`src/hw/acr_pkg.sv`:
```
// package for the converter control block: widths, byte layout, timing counts
// assumes a 125 MHz system clock; no software registers
package acr_pkg;

  localparam int RES_W        = 12;                 // result width
  localparam int DATA_W       = 8;                  // bus width
  localparam int CODE_STEPS   = 4096;               // codes per full scale
  localparam int CLK_MHZ      = 125;                // system clock rate
  localparam int MIN_CONV_US  = 100;                // shortest accurate conversion
  localparam int AZ_US        = 10;                 // auto-zero span after start
  localparam int AZ_CYC       = AZ_US * CLK_MHZ;    // least time, exact
  // twelve decisions plus the auto-zero lead share the 100 us minimum
  localparam int STEP_CYC     = ((MIN_CONV_US - AZ_US) * CLK_MHZ + RES_W - 1) / RES_W;
  localparam int HI_FLAG_POS  = 7;                  // status bit in high byte
  localparam int HI_ZERO_W    = 3;                  // zero bits below status

  typedef enum logic [1:0]
  {
    ST_IDLE  = 2'b00,
    ST_START = 2'b01,
    ST_AZERO = 2'b10,
    ST_SAR   = 2'b11
  } acr_state_e;

  typedef struct packed
  {
    logic chip_sel_n;   // chip select, low active
    logic write_n;      // start strobe, low active
    logic read_n;       // read strobe, low active
    logic byte_choose;  // high byte when set
  } acr_bus_s;

endpackage : acr_pkg
```
`src/hw/acr_conv_ctrl.sv`:
```
// conversion control and result readout of a 12-bit successive-approximation converter
// assumes bus strobes synchronous to clk; comparator input comes from the analog front end
`timescale 1ns/1ps

// Contract
// - busy_n low for the whole conversion, high once finished.
// - high-byte read puts the status flag on bit seven, high while converting.
// - a start during a conversion abandons it and restarts from the beginning.
// - result is natural binary, one step is full scale over 4096.
// - code transitions on integer step multiples, from zero up to all ones.
// - conversion never completes faster than 100 microseconds.
// - byte_choose high gives flag, three zeros, bits 11..8; low gives bits 7..0.
// - read during conversion returns the partial approximation register contents.
// - start while select and write low; twelve decision steps follow the strobe.
module acr_conv_ctrl #(
  parameter int STEP_CYC = acr_pkg::STEP_CYC,
  parameter int AZ_CYC   = acr_pkg::AZ_CYC
) (
  input  wire logic                      clk,         // 125 MHz clock
  input  wire logic                      rst,         // synchronous reset
  input  wire acr_pkg::acr_bus_s         bus,         // host strobes
  input  wire logic                      cmp_above,   // comparator: input at or above trial
  output logic                           busy_n,      // low while converting
  output logic [acr_pkg::DATA_W-1:0]     data_out,    // read data
  output logic                           data_oe,     // bus driven
  output logic [acr_pkg::RES_W-1:0]      trial_code,  // trial value to the dac
  output logic                           az_active    // auto-zero phase
);

  localparam int BW    = $clog2(acr_pkg::RES_W);
  localparam int AZW   = $clog2(AZ_CYC + 1);
  localparam int RUN_W = $clog2(STEP_CYC * acr_pkg::RES_W + AZ_CYC + 4);

  if (STEP_CYC * acr_pkg::RES_W + AZ_CYC < acr_pkg::MIN_CONV_US * acr_pkg::CLK_MHZ)
  begin : g_bad
    $error("acr_conv_ctrl: conversion shorter than the minimum");
  end

  // ***********************************************************
  // decode
  // ***********************************************************
  acr_pkg::acr_state_e        st_ff;
  acr_pkg::acr_state_e        nxt_st;
  logic [acr_pkg::RES_W-1:0]  sar_ff;
  logic [acr_pkg::RES_W-1:0]  nxt_sar;
  logic [BW-1:0]              bit_ff;
  logic [BW-1:0]              nxt_bit;
  logic [AZW-1:0]             az_ff;
  logic [AZW-1:0]             nxt_az;
  logic                       step_tick;
  logic                       start_req;
  logic                       read_req;
  logic                       converting;
  logic                       az_done;
  logic                       last_bit;
  logic [acr_pkg::RES_W-1:0]  bit_mask;
  logic [acr_pkg::RES_W-1:0]  trial;
  logic [acr_pkg::DATA_W-1:0] hi_byte;
  logic [acr_pkg::DATA_W-1:0] lo_byte;

  assign start_req  = !bus.chip_sel_n && !bus.write_n;
  assign read_req   = !bus.chip_sel_n && !bus.read_n;
  assign converting = (st_ff != acr_pkg::ST_IDLE);
  assign az_done    = (az_ff == '0);
  assign last_bit   = (bit_ff == '0);
  assign bit_mask   = acr_pkg::RES_W'(1) << bit_ff;
  assign trial      = sar_ff | bit_mask;
  // natural binary, msb first; comparator decides each step
  assign hi_byte = {converting, {acr_pkg::HI_ZERO_W{1'b0}},
                    sar_ff[acr_pkg::RES_W-1:acr_pkg::DATA_W]};
  assign lo_byte = sar_ff[acr_pkg::DATA_W-1:0];

  // ***********************************************************
  // sequencer
  // ***********************************************************
  acr_divider #(
    .PERIOD (STEP_CYC)
  ) u_step (
    .clk     (clk),
    .rst     (rst),
    .restart (st_ff != acr_pkg::ST_SAR),
    .tick    (step_tick)
  );

  always_comb
  begin
    nxt_st  = st_ff;
    nxt_sar = sar_ff;
    nxt_bit = bit_ff;
    nxt_az  = az_ff;
    if (start_req)
    begin
      // strobe held low: stay in start, abandoning any conversion
      nxt_st  = acr_pkg::ST_START;
      nxt_sar = '0;
      nxt_bit = BW'(acr_pkg::RES_W - 1);
      nxt_az  = AZW'(AZ_CYC);
    end
    else
    begin
      unique case (st_ff)
        acr_pkg::ST_IDLE:  nxt_st = acr_pkg::ST_IDLE;
        acr_pkg::ST_START: nxt_st = acr_pkg::ST_AZERO;
        acr_pkg::ST_AZERO:
        begin
          if (az_done)
            nxt_st = acr_pkg::ST_SAR;
          else
            nxt_az = az_ff - 1'b1;
        end
        acr_pkg::ST_SAR:
        begin
          if (step_tick)
          begin
            nxt_sar = cmp_above ? trial : sar_ff;
            nxt_bit = bit_ff - 1'b1;
            if (last_bit)
              nxt_st = acr_pkg::ST_IDLE;
          end
        end
      endcase
    end
  end

  always_ff @(posedge clk)
  begin
    if (rst)
    begin
      st_ff  <= acr_pkg::ST_IDLE;
      sar_ff <= '0;
      bit_ff <= '0;
      az_ff  <= '0;
    end
    else
    begin
      st_ff  <= nxt_st;
      sar_ff <= nxt_sar;
      bit_ff <= nxt_bit;
      az_ff  <= nxt_az;
    end
  end

  // ***********************************************************
  // outputs
  // ***********************************************************
  always_ff @(posedge clk)
  begin
    if (rst)
    begin
      busy_n     <= 1'b1;
      data_out   <= '0;
      data_oe    <= 1'b0;
      trial_code <= '0;
      az_active  <= 1'b0;
    end
    else
    begin
      busy_n     <= !(nxt_st != acr_pkg::ST_IDLE);
      data_oe    <= read_req;
      data_out   <= bus.byte_choose ? hi_byte : lo_byte;
      trial_code <= (nxt_st == acr_pkg::ST_SAR) ? (nxt_sar | (acr_pkg::RES_W'(1) << nxt_bit))
                                                 : nxt_sar;
      az_active  <= (nxt_st == acr_pkg::ST_START) || (nxt_st == acr_pkg::ST_AZERO);
    end
  end

  // ***********************************************************
  // assertions
  // ***********************************************************
  logic [RUN_W-1:0] run_ff;
  logic [AZW:0]     az_run_ff;
  always_ff @(posedge clk)
  begin
    if (rst || start_req)
      run_ff <= '0;
    else if (converting && (&run_ff) == 1'b0)
      run_ff <= run_ff + 1'b1;
  end

  // cycles spent in the auto-zero phase, saturating
  always_ff @(posedge clk)
  begin
    if (rst || st_ff != acr_pkg::ST_AZERO)
      az_run_ff <= '0;
    else if ((&az_run_ff) == 1'b0)
      az_run_ff <= az_run_ff + 1'b1;
  end

  property p_busy_tracks;
    @(posedge clk) disable iff (rst) ##1 (busy_n == !converting);
  endproperty
  a_busy_tracks: assert property (p_busy_tracks)
    else $error("busy_n does not follow conversion state");

  property p_flag_hi;
    @(posedge clk) disable iff (rst)
      (read_req && bus.byte_choose) |=> (data_out[acr_pkg::HI_FLAG_POS] == !$past(busy_n));
  endproperty
  a_flag_hi: assert property (p_flag_hi)
    else $error("status flag on bit seven wrong");

  property p_restart;
    @(posedge clk) disable iff (rst)
      (converting && start_req) |=> (st_ff == acr_pkg::ST_START && sar_ff == '0);
  endproperty
  a_restart: assert property (p_restart)
    else $error("start during conversion did not restart");

  property p_min_time;
    @(posedge clk) disable iff (rst)
      (st_ff == acr_pkg::ST_SAR && nxt_st == acr_pkg::ST_IDLE)
        |-> (run_ff >= RUN_W'(acr_pkg::MIN_CONV_US * acr_pkg::CLK_MHZ - 1));
  endproperty
  a_min_time: assert property (p_min_time)
    else $error("conversion finished too early");

  property p_hi_layout;
    @(posedge clk) disable iff (rst)
      bus.byte_choose |=> (data_out[6:4] == 3'h0 && data_out[3:0] == $past(sar_ff[11:8]));
  endproperty
  a_hi_layout: assert property (p_hi_layout)
    else $error("high byte layout wrong");

  property p_partial;
    @(posedge clk) disable iff (rst)
      (!bus.byte_choose && converting) |=> (data_out == $past(sar_ff[7:0]));
  endproperty
  a_partial: assert property (p_partial)
    else $error("low byte does not show approximation register");

  property p_hold;
    @(posedge clk) disable iff (rst)
      (!converting && !start_req) |=> $stable(sar_ff);
  endproperty
  a_hold: assert property (p_hold)
    else $error("result changed while idle");

  property p_start;
    @(posedge clk) disable iff (rst)
      (st_ff == acr_pkg::ST_START && !start_req) |=> (st_ff == acr_pkg::ST_AZERO);
  endproperty
  a_start: assert property (p_start)
    else $error("conversion did not proceed after start");

  property p_az_len;
    @(posedge clk) disable iff (rst)
      (st_ff == acr_pkg::ST_AZERO) |-> (az_run_ff <= (AZW+1)'(AZ_CYC));
  endproperty
  a_az_len: assert property (p_az_len)
    else $error("auto-zero phase overran");

  property p_az_exit;
    @(posedge clk) disable iff (rst)
      (st_ff == acr_pkg::ST_AZERO && nxt_st == acr_pkg::ST_SAR)
        |-> (az_run_ff == (AZW+1)'(AZ_CYC));
  endproperty
  a_az_exit: assert property (p_az_exit)
    else $error("auto-zero phase length wrong");

endmodule : acr_conv_ctrl

```
`src/hw/acr_divider.sv`:
```
// one-cycle enable pulse every PERIOD cycles, restartable
// assumes a single clock and synchronous active-high reset
`timescale 1ns/1ps
module acr_divider #(
  parameter int PERIOD = 10
) (
  input  wire logic clk,     // system clock
  input  wire logic rst,     // synchronous reset
  input  wire logic restart, // reload the count
  output logic      tick     // one-cycle pulse
);

  localparam int CW = $clog2(PERIOD + 1);

  logic [CW-1:0] cnt_ff;
  logic [CW-1:0] nxt_cnt;
  logic          wrap;

  if (PERIOD < 2)
  begin : g_bad
    $error("acr_divider: PERIOD must be at least 2");
  end

  assign wrap    = (cnt_ff == CW'(PERIOD - 1));
  assign nxt_cnt = (restart || wrap) ? '0 : cnt_ff + 1'b1;
  assign tick    = wrap && !restart;

  always_ff @(posedge clk)
  begin
    if (rst)
      cnt_ff <= '0;
    else
      cnt_ff <= nxt_cnt;
  end

endmodule : acr_divider

```
`config.mk`:
```
export PLATFORM = sky130hd
export DESIGN_NAME = acr_conv_ctrl
export DESIGN_NICKNAME = d
export VERILOG_FILES = /design/src/hw/acr_pkg.sv /design/src/hw/acr_conv_ctrl.sv /design/src/hw/acr_divider.sv
export SDC_FILE = /design/constraint.sdc
export NUM_CORES = 1
export LEC_CHECK = 0
export BUFFER_PORTS_ARGS = -buffer_cell sky130_fd_sc_hd__buf_4
export CAP_MARGIN = 30
export CORE_MARGIN = 2
export CORE_UTILIZATION = 39
export CTS_BUF_LIST = sky130_fd_sc_hd__clkbuf_4 sky130_fd_sc_hd__clkbuf_8 sky130_fd_sc_hd__clkbuf_16
export CTS_CLUSTER_SIZE = 30
export DETAILED_ROUTE_END_ITERATION = 6
export GPL_TIMING_DRIVEN = 0
export PLACE_DENSITY = 0.7
export SYNTH_ARGS = -nofsm -noshare
export SYNTH_HDL_FRONTEND = slang
export SYNTH_SLANG_ARGS = --single-unit
```
`constraint.sdc`:
```
create_clock -name clk -period 2.7 [get_ports clk]
set_input_delay 0.27 -clock clk [delete_from_list [all_inputs] [get_ports clk]]
set_output_delay 0.27 -clock clk [all_outputs]
set_load 0.02 [all_outputs]
```
Word-level counts from Yosys, hierarchy flattened:

Cells that the tools add are included.

* flip-flop bits (word level): 62
* input bits: 7

* add/sub/neg operators: 3
* equal/unequal tests: 9
* shift operators: 2
* mux-type cells: 17
* bitwise gates (word level): 3
* reduce and logical (&&, ||, !) cells: 21

Operators with widths (number)
* 12-bit two-way mux: 5
* 11-bit two-way mux: 3
* 12-bit OR: 2
* 1-bit by 4-bit left shift with 12-bit output, first input constant: 2
* 4-bit two-way mux: 3
* 11-bit zero test: 1
* 11-bit by 1-bit subtractor with 11-bit output, second input constant: 1
* 10-bit by 1-bit adder with 10-bit output, second input constant: 1
* 10-bit == test, second input constant: 1
* 2-bit == test, second input constant: 4
* 2-bit two-way mux: 4
* 8-bit two-way mux: 1
* 2-bit case mux with 4 select lines: 1
* 2-bit nonzero test: 3
* 2-bit OR reduction: 3
* 1-bit zero test: 5
* 2-bit by 1-bit == test with 1-bit output, second input constant: 2
* 4-bit zero test: 1
* 2-bit != test, second input constant: 2
* 2-bit AND reduction: 2
* 4-bit by 1-bit subtractor with 4-bit output, second input constant: 1
* 1-bit logical AND: 3
* 2-bit zero test: 1
* 1-bit logical OR: 2
* 1-bit inverter: 1

Depth between registers and ports, before layout:

Gate-level depths: netlist of the first run.

* depth after elaboration: 9
* mapped depth: 15

By module:

Synthesis of the first run repeated with hierarchy kept, for this count alone.

* cell total of the unflattened synthesis: 281
* area total of the unflattened synthesis: 2573.7 sq um

By module, submodules not included
* acr_conv_ctrl: instances 1, cells each 230, area an instance 2110.8 sq um
* acr_divider: instances 1, cells each 51, area an instance 462.9 sq um

Worst setup path after synthesis of the first run:

OpenSTA, ideal clock, no wires.

* kind: reg-to-reg
* start: register az_ff[0]
* end: register trial_code[1] (netlist bit)
* setup time: 0.116 ns
* data arrival time: 2.573 ns
* data required time: 2.584 ns
* path slack: 0.011 ns
* stages on the path, launching flop included: 15
* path buffers: 2
* period minus slack after synthesis: 2.689 ns
* path through: dfxtp_1 -> inv_1 -> ha_1 -> nor4b_1 -> a31oi_1 -> clkbuf_1 -> a41oi_1 -> a21oi_1 -> inv_1 -> ha_1 -> nor2b_1 -> and2_1 -> and3b_1 -> buf_2 -> a31o_2

* longest elaborated chain between the ends: 6

Ends and longest elaborated chain
* start, declared: line acr_conv_ctrl.sv:48 `logic [AZW-1:0] az_ff;`
* start signal, assigned: line acr_conv_ctrl.sv:139 `az_ff <= nxt_az;`
* 11-bit zero test: line acr_conv_ctrl.sv:64 `assign az_done = (az_ff == '0);`
* 2-bit two-way mux: line acr_conv_ctrl.sv:106 `if (az_done)`
* 2-bit case mux with 4 select lines: line acr_conv_ctrl.sv:101 `unique case (st_ff)`
* 2-bit two-way mux: line acr_conv_ctrl.sv:91 `if (start_req)`
* via nxt_st[0]: line acr_conv_ctrl.sv:43 `acr_pkg::acr_state_e nxt_st;`
* 2-bit == test: line acr_conv_ctrl.sv:161 `trial_code <= (nxt_st == acr_pkg::ST_SAR) ? (nxt_sar | (acr_pkg::RES_W'(1) << nxt_bit))`
* 12-bit two-way mux: line acr_conv_ctrl.sv:161
* end signal, assigned: line acr_conv_ctrl.sv:161
* end, declared: line acr_conv_ctrl.sv:26 `output logic [acr_pkg::RES_W-1:0] trial_code,`

The timed path passes the listed nets, and every way through them passes these cells.
A chain may end at the register's enable or synchronous reset.

Final worst setup path of the first run:

* start: register az_ff[1]
* end: register trial_code[3] (netlist bit)

The elaborated chain is that of the path after synthesis.

==> results of run 1 <==
-- power by group --
part           switching [uW]  internal, uW  total, uW
Clock                     346           415        761
Sequential               16.4           932        949
Combinational             108          74.4        183
-- final timing paths --
kind / endpoint / from / slack [ps]
setup / recovery: trial_code[3] / az_ff[1] / 70
hold / removal: data_oe / bus[1] / 90
setup reg to reg: trial_code[3] / az_ff[1] / 70
hold reg to reg: data_out[6] / sar_ff[6] / 460
-- synthesized netlist by cell type, types with 3 or more instances --
library cell  number
nor2_1            47
and2_1             8
a31oi_1            6
mux2i_1            6
buf_2              3
inv_1             10
nand2_1           12
nand4_1            3
a41o_1             7
dfxtp_1           62
nor2b_1            3
nor3_1             8
clkbuf_1           7
nand4b_1           3
ha_1              11
o21ai_0            3
a21oi_1            7
nand3_1           11
xnor2_1            5
xor2_1            13
a41oi_1            9
a31o_2             3
-- metal layers --
metal | wire length [um] | share of wire [%]
met2 | 2500 | 44
met5 | 0 | 0
met1 | 2760 | 49
met4 | 59 | 1.0
met3 | 342 | 6.0
-- kinds of logic after synthesis --
group | Yosys count | synth area share, %
AO/OA/AOI/OAI | 43 | 13.0
AND/OR/NAND/NOR | 112 | 22.6
buffers and inverters | 24 | 3.95
flip-flops | 62 | 46.7
multiplexers | 7 | 2.68
adder cells (fa/ha/maj) | 11 | 5.18
XOR/XNOR | 18 | 5.93
-- critical path, stage by stage, from the launching register on --
cell	delay (ps)
dfxtp_2	360
inv_1	60
ha_1	180
nor4b_2	160
a31oi_1	230
buf_4	170
a41oi_1	50
a21oi_2	180
inv_1	50
ha_1	200
nor2b_4	140
and2_4	160
and3b_1	170
buf_4	160
a31o_2	250
-- registers in the layout, summed over array words and instances, names as in the netlist --
name           count
bit_ff             4
trial_code        12
data_oe            1
az_ff             11
u_step.cnt_ff     10
busy_n             1
data_out           8
az_active          1
sar_ff            12
st_ff              2
-- area by class of cell --
class / count / area share [%]
Multi-Input combinational cell: 191 / 41.4
Sequential cell: 62 / 38.4
Timing Repair Buffer: 35 / 8.07
Clock buffer: 13 / 5.31
Tap cell: 80 / 3.08
Buffer: 13 / 2.04
Inverter: 10 / 1.15
Clock inverter: 3 / 0.538
-- stage by stage --
| stage | utilization [%] | hold slack [ps] | TNS (ps) |
|---|---|---|---|
| finish | 48.7 | 91.4 | 0 |
| global placement | 44.3 | 435 | -2550 |
| CTS | 47.7 | 77.9 | 0 |
| global route | 48.7 | 82.3 | -117 |
| floorplan | - | 347 | 0 |
| detailed placement | 44.3 | 449 | -2540 |
-- repair_timing --
action | in CTS | in global routing
gates cloned | 0 | 0
buffers inserted | 4 | 4
pin swaps | 3 | 2
setup endpoints to repair | 8 | 8
resized for setup | 8 | 12
==> impl_results.md, run 1 <==
- Starting Density: 39.8%
- Io pins: 30
- WL/cell: 13.9 um
- Post-synth top area share: 46.7%
- Placed insts: 384
- Pwr Density: 582 mW/mm2
- I/O Buffers: 27
- GR Util met2: 23.4%
- Register Area: 0.00125 mm2
- Final nets: 340
- Worst Reg2Reg Path Length in Cells: 14
- Clock Tree Root: clkbuf_8
- Worst slew margin: 35.4%
- First-pass DRT Iterations: 4
- Clock sink count: 62
- Post-Route WL: 5660 um
- First-pass GRT wire length: 9400 um
- Fin. max-slew vios: 0
- Layout cells sized above 1: 24.2%
- Placed inst area: 0.00296 mm2
- GRT Total Usage: 16.0%
- Vias in the first global route: 2037
- Grt met3 use: 5.62%
- FILL cells: 646
- CORE AREA: 0.00668 mm2
- Synth Net Count: 295
- WHS Path Cells: 2
- Final worst-path cycle share: 97.5%
- Die X: 86.6 um
- Pre-CTS setup slack: -338 ps
- Layout area overhead: 22.4%
- Post-synth top flop: dfxtp_1
- Static leakage: 0.00136 uW
- Final total power: 1890 uW
- CP Max Fanout: 8
- Max Clock Freq: 380 MHz
- Max-cap viol count: 0
- Register bit count reported by yosys: 62
- Final Hold Viols: 0
- Status: completed
- Max Buffers Root-to-Sink: 2
- Synth warn: 0
- Synth Area per Inst: 9.60 um2
- CTS Hold Buffers Added: 0
- Async set or reset register ratio after synthesis: 0%
- Met1 usage: 21.7%
- Clock latency on the worst-skew pair: 340 ps
- Htree depth: 3
- Ranking of synthesized cells by area: dfxtp_1 47%, nor2_1 6.6%, ha_1 5.2%
- Worst Setup End Kind: flip-flop
- Final worst setup slack: 66.2 ps
- Post-synth cell types: 44
- Die area: 0.00749 mm2
- Most frequent cells in the layout: 57 x dfxtp_1, 46 x nor2_1, 37 x buf_4
- Design Area, Final: 0.00325 mm2
- Grt total ovfl: 0
- Vias post-DR: 2126
- Type of origin of the critical path: flip-flop
- Tmin final: 2630 ps
- Vias per cell: 5.22
- Sequential area share after synthesis: 46.7%
- Clock Skew: 7.40 ps
- Cts bufs inserted: 9
- Worst-path clk slew: 70 ps
- Worst Hold Class: input pin to flip-flop
- WP data required: 2930 ps
- Post-Synthesis Cells: 277
- Post-Layout Cell Count: 407
- CTS tree: done
- Post-synthesis cell area: 0.00266 mm2
- Top Usage Layer GRT: met2
- CP arrival: 2860 ps
- Setup-failing EPs final: 0
- VDD IR max: 0.000255 V
- Commonest non-fill, non-tap cell in the layout: dfxtp_1
- Largest net degree at the start of global routing: 12
- Die Y: 86.6 um
- ANT nets after route: 0
- Multi-input logic area: 0.00135 mm2
- EDFF count, synth: 0
- Core Rows: 30
- Crit Path Class: flip-flop to flip-flop
- N_diodes: 0
- Initial antenna violation count: 0
- Routability congestion estimate: 0.870
- Synth area leader: dfxtp_1
- DRC viols: 0
- 1st-iter DRT viols: 123
- Worst Tran Pin Value: 957 ps
- Placed wire-length estimate: 4030 um
Power figures use the tool's default switching activity.
==> run 2: changes to the inputs <==
CAP_MARGIN = 20   (was 30)
MAX_ROUTING_LAYER = met4   (was default)
==> run 2 against run 1 <==
  * Sequential power is essentially flat
  * Flip-flop and latch count did not move
  * Power hardly changed
  * Largest power group unchanged
  * Cell count unchanged
  * Sequential share of layout area unchanged
  * Clock skew is essentially flat
  * Utilization unchanged
  * Critical path depth is the same
  * Routed wire length about the same
  * First-iteration DRC count rose by 15%
  * Critical path type unchanged
  * Clock-buffer cell count did not move
==> impl_results.md, run 2 (synthesis gave the netlist of run 1 again) <==
- Switching Share: 24.9% (+0.030 points)
- Max stage delay cell, worst path: dfxtp_2
- Final core utilization: 48.7% (unchanged)
- Vias per cell: 5.24 (+0.38%)
- Max Buffers Root-to-Sink: 2 (unchanged)
- Clock Skew: 7.47 ps (+0.0623 ps)
- Switching power total: 471 uW (+0.15%)
- GRT Total Usage: 16.5% (+0.51 points)
- Die Y: 86.6 um (unchanged)
- Placed wire-length estimate: 4030 um (unchanged)
- Clk pwr share: 40.2% (about the same)
- Top flop regs: sar_ff (12), trial_code (12), az_ff (11)
- Max-cap viol count: 0 (unchanged)
- Final Hold Viols: 0 (unchanged)
- DRC viols: 0 (unchanged)
- ANT nets after route: 0 (unchanged)
- Max Clock Freq: 380 MHz (about the same)
- Placed inst area: 0.00296 mm2 (unchanged)
- First-pass GRT wire length: 9400 um (about the same)
- First-pass DRT Iterations: 4 (unchanged)
- Commonest non-fill, non-tap cell in the layout: dfxtp_1
- Largest net degree at the start of global routing: 12 (unchanged)
- Worst-path clk slew: 70 ps (about the same)
- Layout area overhead: 22.4% (unchanged)
- Tmin final: 2630 ps (+1.14 ps)
- Worst Hold Class: input pin to flip-flop
- CP Max Fanout: 8 (unchanged)
- Htree depth: 3 (unchanged)
- Core Rows: 30 (unchanged)
- Clock sink count: 62 (unchanged)
- VDD IR max: 0.000256 V (+0.18%)
- Worst slew margin: 34.9% (-0.51 points)
- CP Cell Sequence: inv_1, ha_1, nor4b_2, a31oi_1, buf_4, a41oi_1, a21oi_2, inv_1, ha_1, nor2b_4, and2_4, and3b_1, buf_4, a31o_2
- Die X: 86.6 um (unchanged)
- Most frequent cells in the layout: 57 x dfxtp_1, 46 x nor2_1, 37 x buf_4
- Final worst-path cycle share: 97.6% (about the same)
- 1st-iter DRT viols: 141 (+15%)
- Final nets: 340 (unchanged)
- Static leakage: 0.00136 uW (unchanged)
- CTS tree: done
- Cts bufs inserted: 9 (unchanged)
- Clock latency on the worst-skew pair: 340 ps (about the same)
- CP arrival: 2870 ps (about the same)
- Initial antenna violation count: 0 (unchanged)
- Grt total ovfl: 0 (unchanged)
- Worst Tran Pin Value: 965 ps (+7.50 ps)
- Critical path's largest stage delay: 360 ps (about the same)
- Design Area, Final: 0.00325 mm2 (unchanged)
- CTS Hold Buffers Added: 0 (unchanged)
- Placed insts: 384 (unchanged)
- Routability congestion estimate: 0.884 (+1.6%)
- WP data required: 2930 ps (about the same)
- WL/cell: 13.9 um (about the same)
- Vias post-DR: 2134 (+0.38%)
- FILL cells: 646 (unchanged)
- Status: completed
- Io pins: 30 (unchanged)
- Post-Layout Cell Count: 407 (unchanged)
- Die area: 0.00749 mm2 (unchanged)
- N_diodes: 0 (unchanged)
- Pwr Density: 582 mW/mm2 (about the same)
- Fin. max-slew vios: 0 (unchanged)
- Post-Route WL: 5660 um (about the same)
- Int Pwr: 1420 uW (about the same)
- CORE AREA: 0.00668 mm2 (unchanged)
- Clock Tree Root: clkbuf_8
- I/O Buffers: 27 (unchanged)
- Crit Path Class: flip-flop to flip-flop
- Layout cells sized above 1: 24.2% (unchanged)
- Worst Setup End Kind: flip-flop
- Setup-failing EPs final: 0 (unchanged)
- Type of origin of the critical path: flip-flop
- Combinational Power Share: 9.6% (about the same)
- Starting Density: 39.8% (unchanged)
- Power share of the sequential group: 50.1% (about the same)
- Vias in the first global route: 2026 (-0.54%)
## run 2: cell counts in the layout (fill, tap and decap cells not counted)
Identical to the previous run, type by type.
## run 2: final timing paths
kind / start / to / slack [ps] / cells past startpoint
setup reg to reg: az_ff[1] / trial_code[3] / 70 / 14
setup / recovery: az_ff[1] / trial_code[3] / 70 / 14
hold / removal: bus[1] / data_oe / 90 / 2
hold reg to reg: sar_ff[6] / data_out[6] / 460 / 1
## run 2: timing repair
item / in CTS / in global routing
resized for setup: 8 / 12
endpoints found under the setup margin: 8 / 8
buffers inserted: 4 / 4
pin swaps: 3 / 2
## run 2: final cells by class
type / count / area, um2 / share of cell area, %
buffer: 13 / 66.3 / 2.04
clock buffer: 13 / 173 / 5.31
clock inverter: 3 / 17.5 / 0.538
inverter: 10 / 37.5 / 1.15
multi-input combinational: 191 / 1350 / 41.4
sequential: 62 / 1250 / 38.4
tap: 80 / 100 / 3.08
timing repair buffer: 35 / 263 / 8.07
## run 2: worst max-delay path, delay by kind of cell, from the launching register on
kind / cells / cell delay [ps]
AO/OA/AOI/OAI: 4 / 710
adder cells (fa/ha/maj): 2 / 380
buffers and inverters: 4 / 440
flip-flops: 1 / 360
AND/OR/NAND/NOR: 4 / 630
## run 2: power by group through the flow
stage          Combinational, uW  Sequential [uW]  Clock, uW
6_report                     182              949        762
5_1_grt                      201              951        808
4_1_cts                      167              948        780
3_5_place_dp                 156              968          0
3_3_place_gp                 154              968          0
2_1_floorplan                107              970          0
## run 2: metal layers
metal / vias up / track usage (%) / routed length [um]
met4: 0 / 6.25 / 70
met1: 997 / 21.6 / 2760
met5: - / - / 0
met3: 13 / 5.81 / 351
met2: 50 / 23.5 / 2480
li1: 1074 / - / -
## run 2: metrics by stage
step | power, uW | TNS (ps) | worst slack (ps) | hold WS (ps)
2_1_floorplan | 1080 | 0 | 10.8 | 347
3_3_place_gp | 1120 | -2550 | -329 | 435
3_5_place_dp | 1120 | -2540 | -338 | 449
4_1_cts | 1890 | 0 | 13.1 | 77.9
5_1_grt | 1960 | -117 | -31.5 | 79.7
6_report | 1890 | 0 | 65.1 | 88.9
